==> config.mk <==
export PLATFORM = sky130hd
export DESIGN_NAME = mcb_decoder
export DESIGN_NICKNAME = d
export VERILOG_FILES = /design/src/common/mcb_pkg.sv /design/src/hw/mcb_decoder.sv
export SDC_FILE = /design/constraint.sdc
export NUM_CORES = 1
export LEC_CHECK = 0
export BUFFER_PORTS_ARGS = -buffer_cell sky130_fd_sc_hd__clkbuf_2
export CAP_MARGIN = 20
export CORE_MARGIN = 2
export CORE_UTILIZATION = 45
export CTS_CLUSTER_SIZE = 40
export DETAILED_ROUTE_END_ITERATION = 10
export HOLD_SLACK_MARGIN = 0.1
export PLACE_DENSITY = 0.74
export SYNTH_ARGS = -nofsm -noshare
export SYNTH_HDL_FRONTEND = slang
export SYNTH_SLANG_ARGS = --single-unit
==> constraint.sdc <==
create_clock -name clk -period 2.75 [get_ports clk]
set_clock_uncertainty 0.1 [all_clocks]
set_input_delay 0.4125 -clock clk [delete_from_list [all_inputs] [get_ports clk]]
set_output_delay 0.4125 -clock clk [all_outputs]
set_load 0.005 [all_outputs]
==> src/common/mcb_pkg.sv <==
// Purpose: Constants for the motion command block decoder
// Assumes: Command block words as 16/32-bit fields, AXI4-Lite 32-bit registers
// Notes:   One aligned word per register
package mcb_pkg;
	// ****************************************
	// Command codes
	// ****************************************
	localparam logic [15:0] CMD_PRESET_POS  = 16'h0200;
	localparam logic [15:0] CMD_RESET_ERR   = 16'h0400;
	localparam logic [15:0] CMD_PROG_START  = 16'h0800;
	localparam logic [15:0] CMD_SEGMENT     = 16'h1800;
	localparam logic [15:0] CMD_RUN_ASM     = 16'h2000;
	localparam logic [15:0] CMD_PRESET_ENC  = 16'h4000;
	localparam logic [15:0] CMD_NONE        = 16'h0000;
	// ****************************************
	// Bit positions
	// ****************************************
	localparam int SEG_STROBE_BIT  = 12;
	localparam int USE_ENC_BIT     = 13;
	localparam int DWELL_SEL_BIT   = 9;
	localparam int DIR_BIT         = 4;
	localparam int ST0_WAIT_SEG    = 9;
	localparam int ST0_ASM_MODE    = 8;
	localparam int ST0_MOVE_DONE   = 7;
	localparam int ST0_POS_INVALID = 10;
	localparam int ST0_CFG_ERR     = 13;
	localparam int ST1_CMD_ACK     = 13;
	// ****************************************
	// Limits
	// ****************************************
	localparam logic signed [31:0] POS_MIN   = 32'shff80_0000;
	localparam logic signed [31:0] POS_MAX   = 32'sh007f_ffff;
	localparam logic [31:0]        SPEED_MAX = 32'h002d_c6bf;
	localparam logic [15:0]        RAMP_MIN  = 16'h0001;
	localparam logic [15:0]        RAMP_MAX  = 16'h1388;
	localparam int                 SEG_MAX   = 16;
	// ****************************************
	// Register byte offsets
	// ****************************************
	localparam logic [7:0] REG_CMD0    = 8'h00;
	localparam logic [7:0] REG_CMD1    = 8'h04;
	localparam logic [7:0] REG_POSW    = 8'h08;
	localparam logic [7:0] REG_VEL     = 8'h0c;
	localparam logic [7:0] REG_ACCDEC  = 8'h10;
	localparam logic [7:0] REG_CURJERK = 8'h14;
	localparam logic [7:0] REG_STAT    = 8'h18;
	localparam logic [7:0] REG_MPOS    = 8'h1c;
	localparam logic [7:0] REG_EPOS    = 8'h20;
	localparam logic [7:0] REG_MOVE    = 8'h24;
	localparam logic [7:0] REG_SEGCNT  = 8'h28;
	localparam logic [7:0] REG_FLAGSET = 8'h2c;
	localparam logic [1:0] RESP_OKAY   = 2'b00;
	localparam logic [1:0] RESP_SLVERR = 2'b10;
	typedef enum logic [1:0] {MCB_IDLE, MCB_WAIT_SEG, MCB_WAIT_REL} mcb_prog_t;
endpackage : mcb_pkg

==> src/hw/mcb_decoder.sv <==
// Purpose: Command block decoder with AXI4-Lite access to command and status words
// Assumes: Host writes command words through the bus, single clock
// Notes:   Moves are latched for a motion engine; no motion is generated here
`timescale 1ns/100ps
// Function
// - Code 0200 presets motor position from position word, or encoder if bit 13.
// - Words a command does not use are ignored.
// - Position preset clears position-untrusted and motion-done flags.
// - Code 0400 resets errors and clears motion-done flag.
// - Error reset leaves position-untrusted and setup-fault flags alone.
// - Code 2000 starts assembled move; bit 9 picks blend or dwell.
// - Assembled move direction comes from second word bit 4.
// - Dwell variant takes dwell milliseconds from rate-change word.
// - Code 4000 presets encoder count from position word, clamped.
// - Both variants share programming; choice made only at start.
// - Programming-start block sets status bits 8 and 9.
// - Segment block 1800 carries target, speed, ramps and rate-change value.
// - Bit 12 seen while programming accepts segment, clears status bit 9.
// - Device sets status bit 9 again after host clears bit 12.
// - At most sixteen segments stored per assembled move.
// - Status bit 9 means ready for next segment.
// - Status bit 8 means assembled programming mode.
// - Preset or reset sets acknowledge; cleared when host clears command.
module mcb_decoder
	import mcb_pkg::*;
(
	// Clock and reset
	input  wire logic        clk,
	input  wire logic        rstn,
	// AXI4-Lite write address and data
	input  wire logic [7:0]  s_axi_awaddr,
	input  wire logic        s_axi_awvalid,
	output logic             s_axi_awready,
	input  wire logic [31:0] s_axi_wdata,
	input  wire logic [3:0]  s_axi_wstrb,
	input  wire logic        s_axi_wvalid,
	output logic             s_axi_wready,
	// AXI4-Lite write response
	output logic [1:0]       s_axi_bresp,
	output logic             s_axi_bvalid,
	input  wire logic        s_axi_bready,
	// AXI4-Lite read
	input  wire logic [7:0]  s_axi_araddr,
	input  wire logic        s_axi_arvalid,
	output logic             s_axi_arready,
	output logic [31:0]      s_axi_rdata,
	output logic [1:0]       s_axi_rresp,
	output logic             s_axi_rvalid,
	input  wire logic        s_axi_rready,
	// Move start to motion engine
	output logic             move_start_ff,
	output logic             move_dwell_ff,
	output logic             move_dir_ff,
	output logic [15:0]      move_dwell_ms_ff
);

	// ****************************************
	// Functions
	// ****************************************
	function automatic logic [31:0] clamp_pos(input logic [31:0] v);
		logic signed [31:0] s;
		s = signed'(v);
		if (s < POS_MIN) begin
			clamp_pos = POS_MIN;
		end else if (s > POS_MAX) begin
			clamp_pos = POS_MAX;
		end else begin
			clamp_pos = v;
		end
	endfunction : clamp_pos

	function automatic logic [31:0] merge(input logic [31:0] o, input logic [31:0] d,
		input logic [3:0] st);
		logic [31:0] r;
		r = o;
		for (int i = 0; i < 4; i++) begin
			if (st[i]) begin
				r[i*8 +: 8] = d[i*8 +: 8];
			end
		end
		merge = r;
	endfunction : merge

	// ****************************************
	// Storage
	// ****************************************
	logic [15:0] cmd0_ff, cmd1_ff, prev_cmd0_ff;
	logic [31:0] posw_ff, vel_ff, accdec_ff, curjerk_ff;
	logic [31:0] mpos_ff, epos_ff;
	logic        asm_mode_ff, wait_seg_ff, move_done_ff, pos_inv_ff, cfg_err_ff;
	logic        cmd_err_ff, ack_ff;
	logic [4:0]  seg_cnt_ff;
	mcb_prog_t   prog_ff;
	logic [31:0] seg_pos [SEG_MAX];
	logic [31:0] seg_vel [SEG_MAX];
	logic [31:0] seg_ramp [SEG_MAX];
	logic [15:0] seg_rate [SEG_MAX];
	logic [7:0]  aw_addr_ff;
	logic        aw_have_ff, w_have_ff;
	logic [31:0] w_data_ff;
	logic [3:0]  w_strb_ff;
	logic        wr_go, wr_hit, set_wr;
	logic        new_cmd;
	logic        seg_ok;

	// ****************************************
	// AXI write channel
	// ****************************************
	assign wr_go = aw_have_ff && w_have_ff && !s_axi_bvalid;

	always_ff @(posedge clk) begin
		if (!rstn) begin
			aw_have_ff    <= 1'b0;
			aw_addr_ff    <= 8'h00;
			s_axi_awready <= 1'b0;
		end else begin
			s_axi_awready <= !aw_have_ff && !s_axi_awready;
			if (s_axi_awvalid && s_axi_awready) begin
				aw_have_ff <= 1'b1;
				aw_addr_ff <= s_axi_awaddr;
			end else if (wr_go) begin
				aw_have_ff <= 1'b0;
			end
		end
	end

	always_ff @(posedge clk) begin
		if (!rstn) begin
			w_have_ff    <= 1'b0;
			w_data_ff    <= 32'h0000_0000;
			w_strb_ff    <= 4'h0;
			s_axi_wready <= 1'b0;
		end else begin
			s_axi_wready <= !w_have_ff && !s_axi_wready;
			if (s_axi_wvalid && s_axi_wready) begin
				w_have_ff <= 1'b1;
				w_data_ff <= s_axi_wdata;
				w_strb_ff <= s_axi_wstrb;
			end else if (wr_go) begin
				w_have_ff <= 1'b0;
			end
		end
	end

	always_comb begin
		case (aw_addr_ff)
			REG_CMD0, REG_CMD1, REG_POSW, REG_VEL, REG_ACCDEC, REG_CURJERK,
			REG_MPOS, REG_EPOS, REG_FLAGSET: wr_hit = 1'b1;
			default: wr_hit = 1'b0;
		endcase
	end
	assign set_wr = wr_go && wr_hit;

	always_ff @(posedge clk) begin
		if (!rstn) begin
			s_axi_bvalid <= 1'b0;
			s_axi_bresp  <= RESP_OKAY;
		end else if (wr_go) begin
			s_axi_bvalid <= 1'b1;
			s_axi_bresp  <= wr_hit ? RESP_OKAY : RESP_SLVERR;
		end else if (s_axi_bready) begin
			s_axi_bvalid <= 1'b0;
		end
	end

	// ****************************************
	// Command block words
	// ****************************************
	always_ff @(posedge clk) begin
		if (!rstn) begin
			cmd0_ff    <= CMD_NONE;
			cmd1_ff    <= CMD_NONE;
			posw_ff    <= 32'h0000_0000;
			vel_ff     <= 32'h0000_0000;
			accdec_ff  <= 32'h0000_0000;
			curjerk_ff <= 32'h0000_0000;
		end else if (set_wr) begin
			case (aw_addr_ff)
				REG_CMD0:    cmd0_ff    <= 16'(merge({16'h0000, cmd0_ff}, w_data_ff, w_strb_ff));
				REG_CMD1:    cmd1_ff    <= 16'(merge({16'h0000, cmd1_ff}, w_data_ff, w_strb_ff));
				REG_POSW:    posw_ff    <= merge(posw_ff, w_data_ff, w_strb_ff);
				REG_VEL:     vel_ff     <= merge(vel_ff, w_data_ff, w_strb_ff);
				REG_ACCDEC:  accdec_ff  <= merge(accdec_ff, w_data_ff, w_strb_ff);
				REG_CURJERK: curjerk_ff <= merge(curjerk_ff, w_data_ff, w_strb_ff);
				default:     cmd0_ff    <= cmd0_ff;
			endcase
		end
	end

	always_ff @(posedge clk) begin
		if (!rstn) begin
			prev_cmd0_ff <= CMD_NONE;
		end else begin
			prev_cmd0_ff <= cmd0_ff;
		end
	end
	assign new_cmd = cmd0_ff != prev_cmd0_ff;

	// ****************************************
	// Presets and flags
	// ****************************************
	// preset from position word
	always_ff @(posedge clk) begin
		if (!rstn) begin
			mpos_ff <= 32'h0000_0000;
			epos_ff <= 32'h0000_0000;
		end else if (new_cmd && cmd0_ff == CMD_PRESET_POS) begin
			mpos_ff <= cmd1_ff[USE_ENC_BIT] ? epos_ff : clamp_pos(posw_ff);
		end else if (new_cmd && cmd0_ff == CMD_PRESET_ENC) begin
			epos_ff <= clamp_pos(posw_ff);
		end else if (set_wr && aw_addr_ff == REG_MPOS) begin
			mpos_ff <= merge(mpos_ff, w_data_ff, w_strb_ff);
		end else if (set_wr && aw_addr_ff == REG_EPOS) begin
			epos_ff <= merge(epos_ff, w_data_ff, w_strb_ff);
		end
	end

	// flag effects; set wins over clear
	always_ff @(posedge clk) begin
		if (!rstn) begin
			pos_inv_ff   <= 1'b1;
			move_done_ff <= 1'b0;
			cmd_err_ff   <= 1'b0;
			cfg_err_ff   <= 1'b0;
		end else if (set_wr && aw_addr_ff == REG_FLAGSET) begin
			pos_inv_ff   <= w_data_ff[ST0_POS_INVALID];
			move_done_ff <= w_data_ff[ST0_MOVE_DONE];
		end else if (new_cmd) begin
			case (cmd0_ff)
				CMD_PRESET_POS: begin
					pos_inv_ff   <= 1'b0;
					move_done_ff <= 1'b0;
				end
				CMD_RESET_ERR: begin
					move_done_ff <= 1'b0;
					cmd_err_ff   <= 1'b0;
				end
				CMD_RUN_ASM: move_done_ff <= 1'b0;
				CMD_PRESET_ENC, CMD_PROG_START, CMD_SEGMENT, CMD_NONE: cmd_err_ff <= cmd_err_ff;
				default: begin
					if (!(asm_mode_ff && cmd0_ff[SEG_STROBE_BIT] == 1'b0)) begin
						cmd_err_ff <= 1'b1;
					end
				end
			endcase
		end
	end

	always_ff @(posedge clk) begin
		if (!rstn) begin
			ack_ff <= 1'b0;
		end else if (new_cmd && (cmd0_ff == CMD_PRESET_POS || cmd0_ff == CMD_RESET_ERR ||
			cmd0_ff == CMD_PRESET_ENC)) begin
			ack_ff <= 1'b1;
		end else if (cmd0_ff == CMD_NONE) begin
			ack_ff <= 1'b0;
		end
	end

	// ****************************************
	// Assembled move programming
	// ****************************************
	assign seg_ok = seg_cnt_ff < 5'(SEG_MAX);

	always_ff @(posedge clk) begin
		if (!rstn) begin
			prog_ff     <= MCB_IDLE;
			asm_mode_ff <= 1'b0;
			wait_seg_ff <= 1'b0;
			seg_cnt_ff  <= 5'h00;
		end else begin
			case (prog_ff)
				MCB_IDLE: begin
					if (new_cmd && cmd0_ff == CMD_PROG_START) begin
						prog_ff     <= MCB_WAIT_SEG;
						asm_mode_ff <= 1'b1;
						wait_seg_ff <= 1'b1;
						seg_cnt_ff  <= 5'h00;
					end
				end
				MCB_WAIT_SEG: begin
					if (cmd0_ff[SEG_STROBE_BIT]) begin
						prog_ff     <= MCB_WAIT_REL;
						wait_seg_ff <= 1'b0;
						if (seg_ok) begin
							seg_cnt_ff <= seg_cnt_ff + 5'h01;
						end
					end else if (new_cmd && cmd0_ff != CMD_PROG_START &&
						cmd0_ff[11] == 1'b0) begin
						prog_ff     <= MCB_IDLE;
						asm_mode_ff <= 1'b0;
						wait_seg_ff <= 1'b0;
					end
				end
				MCB_WAIT_REL: begin
					if (!cmd0_ff[SEG_STROBE_BIT]) begin
						prog_ff     <= MCB_WAIT_SEG;
						wait_seg_ff <= 1'b1;
					end
				end
				default: prog_ff <= MCB_IDLE;
			endcase
		end
	end

	always_ff @(posedge clk) begin
		if (prog_ff == MCB_WAIT_SEG && cmd0_ff[SEG_STROBE_BIT] && seg_ok) begin
			seg_pos[seg_cnt_ff[3:0]]  <= clamp_pos(posw_ff);
			seg_vel[seg_cnt_ff[3:0]]  <= (vel_ff > SPEED_MAX) ? SPEED_MAX : vel_ff;
			seg_ramp[seg_cnt_ff[3:0]] <= accdec_ff;
			seg_rate[seg_cnt_ff[3:0]] <= (curjerk_ff[31:16] > RAMP_MAX) ? RAMP_MAX :
				curjerk_ff[31:16];
		end
	end

	// ****************************************
	// Run assembled move
	// ****************************************
	// variant chosen at start
	always_ff @(posedge clk) begin
		if (!rstn) begin
			move_start_ff    <= 1'b0;
			move_dwell_ff    <= 1'b0;
			move_dir_ff      <= 1'b0;
			move_dwell_ms_ff <= 16'h0000;
		end else begin
			move_start_ff <= new_cmd && cmd0_ff == CMD_RUN_ASM;
			if (new_cmd && cmd0_ff == CMD_RUN_ASM) begin
				move_dwell_ff    <= cmd1_ff[DWELL_SEL_BIT];
				move_dir_ff      <= cmd1_ff[DIR_BIT];
				move_dwell_ms_ff <= cmd1_ff[DWELL_SEL_BIT] ? curjerk_ff[31:16] : 16'h0000;
			end
		end
	end

	// ****************************************
	// AXI read channel
	// ****************************************
	always_ff @(posedge clk) begin
		if (!rstn) begin
			s_axi_arready <= 1'b0;
			s_axi_rvalid  <= 1'b0;
			s_axi_rdata   <= 32'h0000_0000;
			s_axi_rresp   <= RESP_OKAY;
		end else begin
			s_axi_arready <= !s_axi_rvalid && !s_axi_arready;
			if (s_axi_arvalid && s_axi_arready) begin
				s_axi_rvalid <= 1'b1;
				s_axi_rresp  <= RESP_OKAY;
				case (s_axi_araddr)
					REG_CMD0:    s_axi_rdata <= {16'h0000, cmd0_ff};
					REG_CMD1:    s_axi_rdata <= {16'h0000, cmd1_ff};
					REG_POSW:    s_axi_rdata <= posw_ff;
					REG_VEL:     s_axi_rdata <= vel_ff;
					REG_ACCDEC:  s_axi_rdata <= accdec_ff;
					REG_CURJERK: s_axi_rdata <= curjerk_ff;
					REG_STAT: begin
						s_axi_rdata <= 32'h0000_0000;
						s_axi_rdata[16 + ST1_CMD_ACK] <= ack_ff;
						s_axi_rdata[ST0_CFG_ERR]      <= cfg_err_ff;
						s_axi_rdata[SEG_STROBE_BIT]   <= cmd_err_ff;
						s_axi_rdata[ST0_POS_INVALID]  <= pos_inv_ff;
						s_axi_rdata[ST0_WAIT_SEG]     <= wait_seg_ff;
						s_axi_rdata[ST0_ASM_MODE]     <= asm_mode_ff;
						s_axi_rdata[ST0_MOVE_DONE]    <= move_done_ff;
					end
					REG_MPOS:   s_axi_rdata <= mpos_ff;
					REG_EPOS:   s_axi_rdata <= epos_ff;
					REG_MOVE:   s_axi_rdata <= {move_dwell_ms_ff, 14'h0000, move_dir_ff,
						move_dwell_ff};
					REG_SEGCNT: s_axi_rdata <= {27'h0000000, seg_cnt_ff};
					default: begin
						s_axi_rdata <= 32'h0000_0000;
						s_axi_rresp <= RESP_SLVERR;
					end
				endcase
			end else if (s_axi_rready) begin
				s_axi_rvalid <= 1'b0;
			end
		end
	end

endmodule : mcb_decoder

== Word-level counts from Yosys, hierarchy flattened ==
Cells that the tools add are included.
W data, S select, Z words.
Storage, ports and cells
  flip-flop bits (word level): 359
  logic and storage cells: 244
Operators by class
  $lt $le $gt $ge: 3
  bitwise operators: 5
  multiplexer cells: 51
  add/subtract/negate cells: 1
  eq/ne operators: 38
  reductions and logical operators: 92
Operators by type and width (number)
  $pmux W32 S11: 1
  $mux W32: 9
  $reduce_and A3 Y1: 25
  $eq A8 B5 Y1 const B: 7
  $eq A8 B6 Y1 const B: 5
  $reduce_bool A2 Y1: 19
  $eq A8 B4 Y1 const B: 4
  $gt A32 B24 Y1 const B: 1
  $lt A32 B24 Y1 const B: 1
  $mux W8: 4
  $reduce_and A4 Y1: 8
  $mux W1: 22
  $logic_and A1 B1 Y1: 20
  $eq A16 B10 Y1 const B: 1
  $eq A16 B11 Y1 const B: 1
  $eq A16 B12 Y1 const B: 1
  $eq A16 B13 Y1 const B: 1
  $eq A16 B14 Y1 const B: 1
  $eq A16 B15 Y1 const B: 1
  $eq A8 B3 Y1 const B: 2
  $logic_not A16 Y1: 1
  $logic_not A8 Y1: 2
  $mux W16: 1
  $ne A16 B12 Y1 const B: 1
  other kinds (24): 51

== Logic depth before layout (Yosys ltp) ==
  word-level depth: 8
  mapped depth: 10
  mapped depth without buffers: 6

== Worst setup path after synthesis ==
Ideal clock, no wire load.
  path type: register -> register
  from: reg cmd0_ff[10]
  to: reg mpos_ff[24]
  path buffers: 3
  slack: 0.543 ns
  arrival: 1.975 ns
  cell stages (with the launch flop): 10
  clock period less this slack: 2.207 ns
  data required time: 2.518 ns
  cells stage by stage: dfxtp_1 > buf_6 > xnor2_1 > nand4_1 > nor4_4 > buf_6 > o2111a_1 > buf_6 > mux2i_1 > a21oi_1
On the way
  cells in the longest elaborated chain, start to end: 4
RTL lines
  from (decl): line mcb_decoder.sv:87  | logic [15:0] cmd0_ff, cmd1_ff, prev_cmd0_ff;
  from (signal assigned): line mcb_decoder.sv:179  | REG_CMD0: cmd0_ff <= 16'(merge({16'h0000, cmd0_ff}, w_data_ff, w_strb_ff));
  from (signal assigned): line mcb_decoder.sv:185  | default: cmd0_ff <= cmd0_ff;
  $ne A16 B16 Y1, or another cell as far along: line mcb_decoder.sv:197  | assign new_cmd = cmd0_ff != prev_cmd0_ff;
  $logic_and A1 B1 Y1, on equally long branches: line mcb_decoder.sv:207, mcb_decoder.sv:209
  $ne A2 B2 Y1 (no line) or $reduce_bool A2 Y1 (tied branches)
  $reduce_and A3 Y1 (no line)
  to (signal assigned): line mcb_decoder.sv:208  | mpos_ff <= cmd1_ff[USE_ENC_BIT] ? epos_ff : clamp_pos(posw_ff);
  to (signal assigned): line mcb_decoder.sv:212  | mpos_ff <= merge(mpos_ff, w_data_ff, w_strb_ff);
  to (decl): line mcb_decoder.sv:89  | logic [31:0] mpos_ff, epos_ff;
Several ways; a longest one is shown, not always the timed one.
A chain may end at the register's enable or synchronous reset.

== Worst setup path after layout ==
  from: reg s_axi_bvalid
  to: reg posw_ff[25]
On the way
  cells in the longest elaborated chain, start to end: 4
RTL lines
  from (decl): line mcb_decoder.sv:40  | output logic s_axi_bvalid,
  from (signal assigned): line mcb_decoder.sv:156  | s_axi_bvalid <= 1'b0;
  from (signal assigned): line mcb_decoder.sv:159  | s_axi_bvalid <= 1'b1;
  from (signal assigned): line mcb_decoder.sv:162  | s_axi_bvalid <= 1'b0;
  $logic_not A1 Y1: line mcb_decoder.sv:109  | assign wr_go = aw_have_ff && w_have_ff && !s_axi_bvalid;
  $logic_and A1 B1 Y1: line mcb_decoder.sv:109
  $logic_and A1 B1 Y1: line mcb_decoder.sv:152  | assign set_wr = wr_go && wr_hit;
  $reduce_and A3 Y1 (no line)
  to (signal assigned): line mcb_decoder.sv:181  | REG_POSW: posw_ff <= merge(posw_ff, w_data_ff, w_strb_ff);
  to (decl): line mcb_decoder.sv:88  | logic [31:0] posw_ff, vel_ff, accdec_ff, curjerk_ff;
No other way between the ends.

==> qor.csv <==
metric,value,unit
most numerous cell in the Yosys netlist,dfxtp_1,
Fmax,0.384,GHz
top_reg_cell synth,dfxtp_1,
CTS tree,done,
Routed WL,51200,um
die area,36500,sq um
outcome,"complete, no violations",
number of global-route vias before repair,14104,
layout cells sized above 1,15.0,%
Worst VDD drop,0.481,mV
FF-to-FF setup slack,0.15,ns
Setup Viol. Count Final,0,
Worst setup SP type,flop,
Routability Congestion,0.920,
synthesis warning total,0,
Setup TNS Final,0,ns
fin area,18700,sq um
ant diodes,0,
largest net degree at the start of global routing,86,
"FF+latch count, synth",357,
synth unique cells,69,
area of placed instances,16900,sq um
commonest cells in the netlist,"dfxtp_1, nand2_1, a21oi_1, o21ai_0, nor2_1",
CP max stage cell,and3_1,
H-tree levels,2,
IO Count,119,
Pins Over Slew Limit,0,
min cycle time layout,2.60,ns
Area growth syn-to-layout,18.7,%
total stage count of the critical path,6,
leakage dissipation,0.00652,uW
Routed WL per cell,20.5,um
Syn Area/Cell,8.32,sq um
FP Rows,68,
Worst-path clk slew,0.06,ns
Initial Utilization,45.6,%
async set-reset flop share out of synthesis,0,%
pre-CTS setup slack,0.197,ns
CP max FO,8,
HPWL after DPL,33700,um
number of enable-type register cells in the synthesized netlist,0,
TritonCTS Buffers,39,
CP Buf/Inv Count,0,
fin crit share,94.6,%
RSZ-0062 raised after global routing,false,
Synth area leaders,"dfxtp_1, a21oi_1, nand2_1, mux2i_1, o21ai_0",
latest clock arrival within the worst-skew pair,0.54,ns
Via density,6.06,
initial antenna violation count,0,
Final Hold Vio Count,0,
PD cells,595,nW/um^2
Via Count,15082,
Hold Path Depth,3,
CTS Buffer Depth,3,
maxcap violations,0,
Crit Path Category,reg2reg,
Core Region,34500,sq um
Worst setup EP type,flop,
Syn Std Cell Area,15800,sq um
Worst Hold Class,in2reg,
CP dominant cell by count,and3_1,
share of the synthesized area in the top cell type,45.4,%
first-pass GRT wire length,79300,um
total grt overflow,0,
clk sinks,357,
Initial DRT Pass Iterations,7,
Util after Layout,54.1,%
CP top delay family,simple AND/OR/NAND/NOR gates,
layout net count,2065,
post-route setup slack,0.147,ns
Post-Synthesis Cells,1893,
Synth area leader,dfxtp_1,
number of remaining DRC errors,0,
"critical path, cell by cell","nand3b_1, nor4b_2, and3_1, and3_1, mux2i_1, nor2_1",
Final ANT Viol Nets,0,
Total GRT Usage,27.5,%
root buf cell,clkbuf_16,
filler cell count,3106,
WP data required,3.06,ns
sequential fraction of the synthesis area,45.4,%
worst slew pin tran,1.03,ns
IO Port Bufs,116,
DR iter-0 viols,1846,
max_slew headroom,31.2,%
Die W,191,um
Critical Path AT,2.91,ns
die height,191,um
Worst R2R Path Depth,6,
Worst path max stage delay,0.59,ns
metal layers:
layer / GRT usage (%) / share of wire, % / up-vias
li1: - / - / 7022
met1: 37.1 / 42 / 7185
met2: 43.7 / 45 / 740
met3: 5.36 / 9.5 / 135
met4: 9.64 / 3.3 / 0
met5: 0 / 0 / -
registers in the layout (all words and copies together), names as in the netlist, 32 cells and up:
name	cells
accdec_ff	32
curjerk_ff	32
epos_ff	32
mpos_ff	32
posw_ff	32
s_axi_rdata	32
vel_ff	32
w_data_ff	32
worst register-to-register path, cell delays in order (launching register included):
cell	delay, ns
dfxtp_1	0.33
nand3b_1	0.22
nor4b_2	0.51
and3_1	0.41
and3_1	0.59
mux2i_1	0.27
nor2_1	0.05
repair_timing:
action | CTS | global route
hold endpoints to repair | 46 | 0
hold buffers | 46 | 0
setup buffers | 0 | 1
endpoints found under the setup margin | 0 | 5
resized for setup | 0 | 2
layout make-up:
type	count	area, sq um	area share [%]
sequential	357	7150	38.2
clock inverter	19	220	1.18
clock buffer	52	1090	5.86
tap	455	569	3.05
inverter	7	33.8	0.181
multi-input combinational	1363	7850	42.0
timing repair buffer	237	1780	9.52
path summary, 6_finish.rpt:
check | end | startpoint
hold / removal | s_axi_rresp[1] | s_axi_arvalid
hold reg to reg | s_axi_arready | s_axi_rvalid
setup reg to reg | posw_ff[25] | s_axi_bvalid
setup / recovery | posw_ff[25] | s_axi_bvalid
cells by family (layout without fill, tap and decap cells):
kind of cell | Yosys count | after routing | synth area share [%]
other | 1 | 2 | 0.0238
xor gates and xnor gates | 20 | 20 | 1.11
adders and majority gates | 1 | 1 | 0.0794
DFF | 357 | 357 | 45.4
AOI/OAI and AO/OA | 616 | 616 | 23.8
buffers and inverters | 174 | 315 | 5.01
and+or+nand+nor | 624 | 624 | 18.3
muxes | 100 | 100 | 6.35
power breakdown:
part           switching [uW]  internal (uW)
sequential               98.9           5210
clock                    2180           3200
combinational             267            165
total                    2550           8570
stage by stage:
stage / cells / power (uW) / hold WS, ns
floorplan: 1894 / 5600 / 0.319
detailed placement: 2372 / 5790 / 0.353
global route: 2490 / 11400 / 0.104
global placement: 2372 / 5780 / 0.333
finish: 2490 / 11100 / 0.0965
CTS: 2489 / 11100 / 0.100
cell usage in the layout (no fill, tap or decap), drive strengths merged, types with 8 or more instances in the layout:
| cell | Yosys | final |
|---|---|---|
| nor4 | 8 | 8 |
| nand2 | 278 | 278 |
| a211oi | 28 | 28 |
| buf | 55 | 75 |
| a22oi | 91 | 91 |
| nor2 | 124 | 124 |
| nand4 | 12 | 12 |
| mux2i | 100 | 100 |
| and3 | 13 | 13 |
| nor3 | 37 | 37 |
| inv | 7 | 11 |
| dfxtp | 357 | 357 |
| o221a | 10 | 10 |
| xnor2 | 18 | 18 |
| a222oi | 27 | 27 |
| dlygate4sd3 | 0 | 46 |
| and2 | 29 | 29 |
| o21ai | 196 | 196 |
| clkbuf | 112 | 168 |
| nand2b | 8 | 8 |
| a21oi | 233 | 233 |
| nand3 | 85 | 85 |
(Power assumes the default switching activity.)
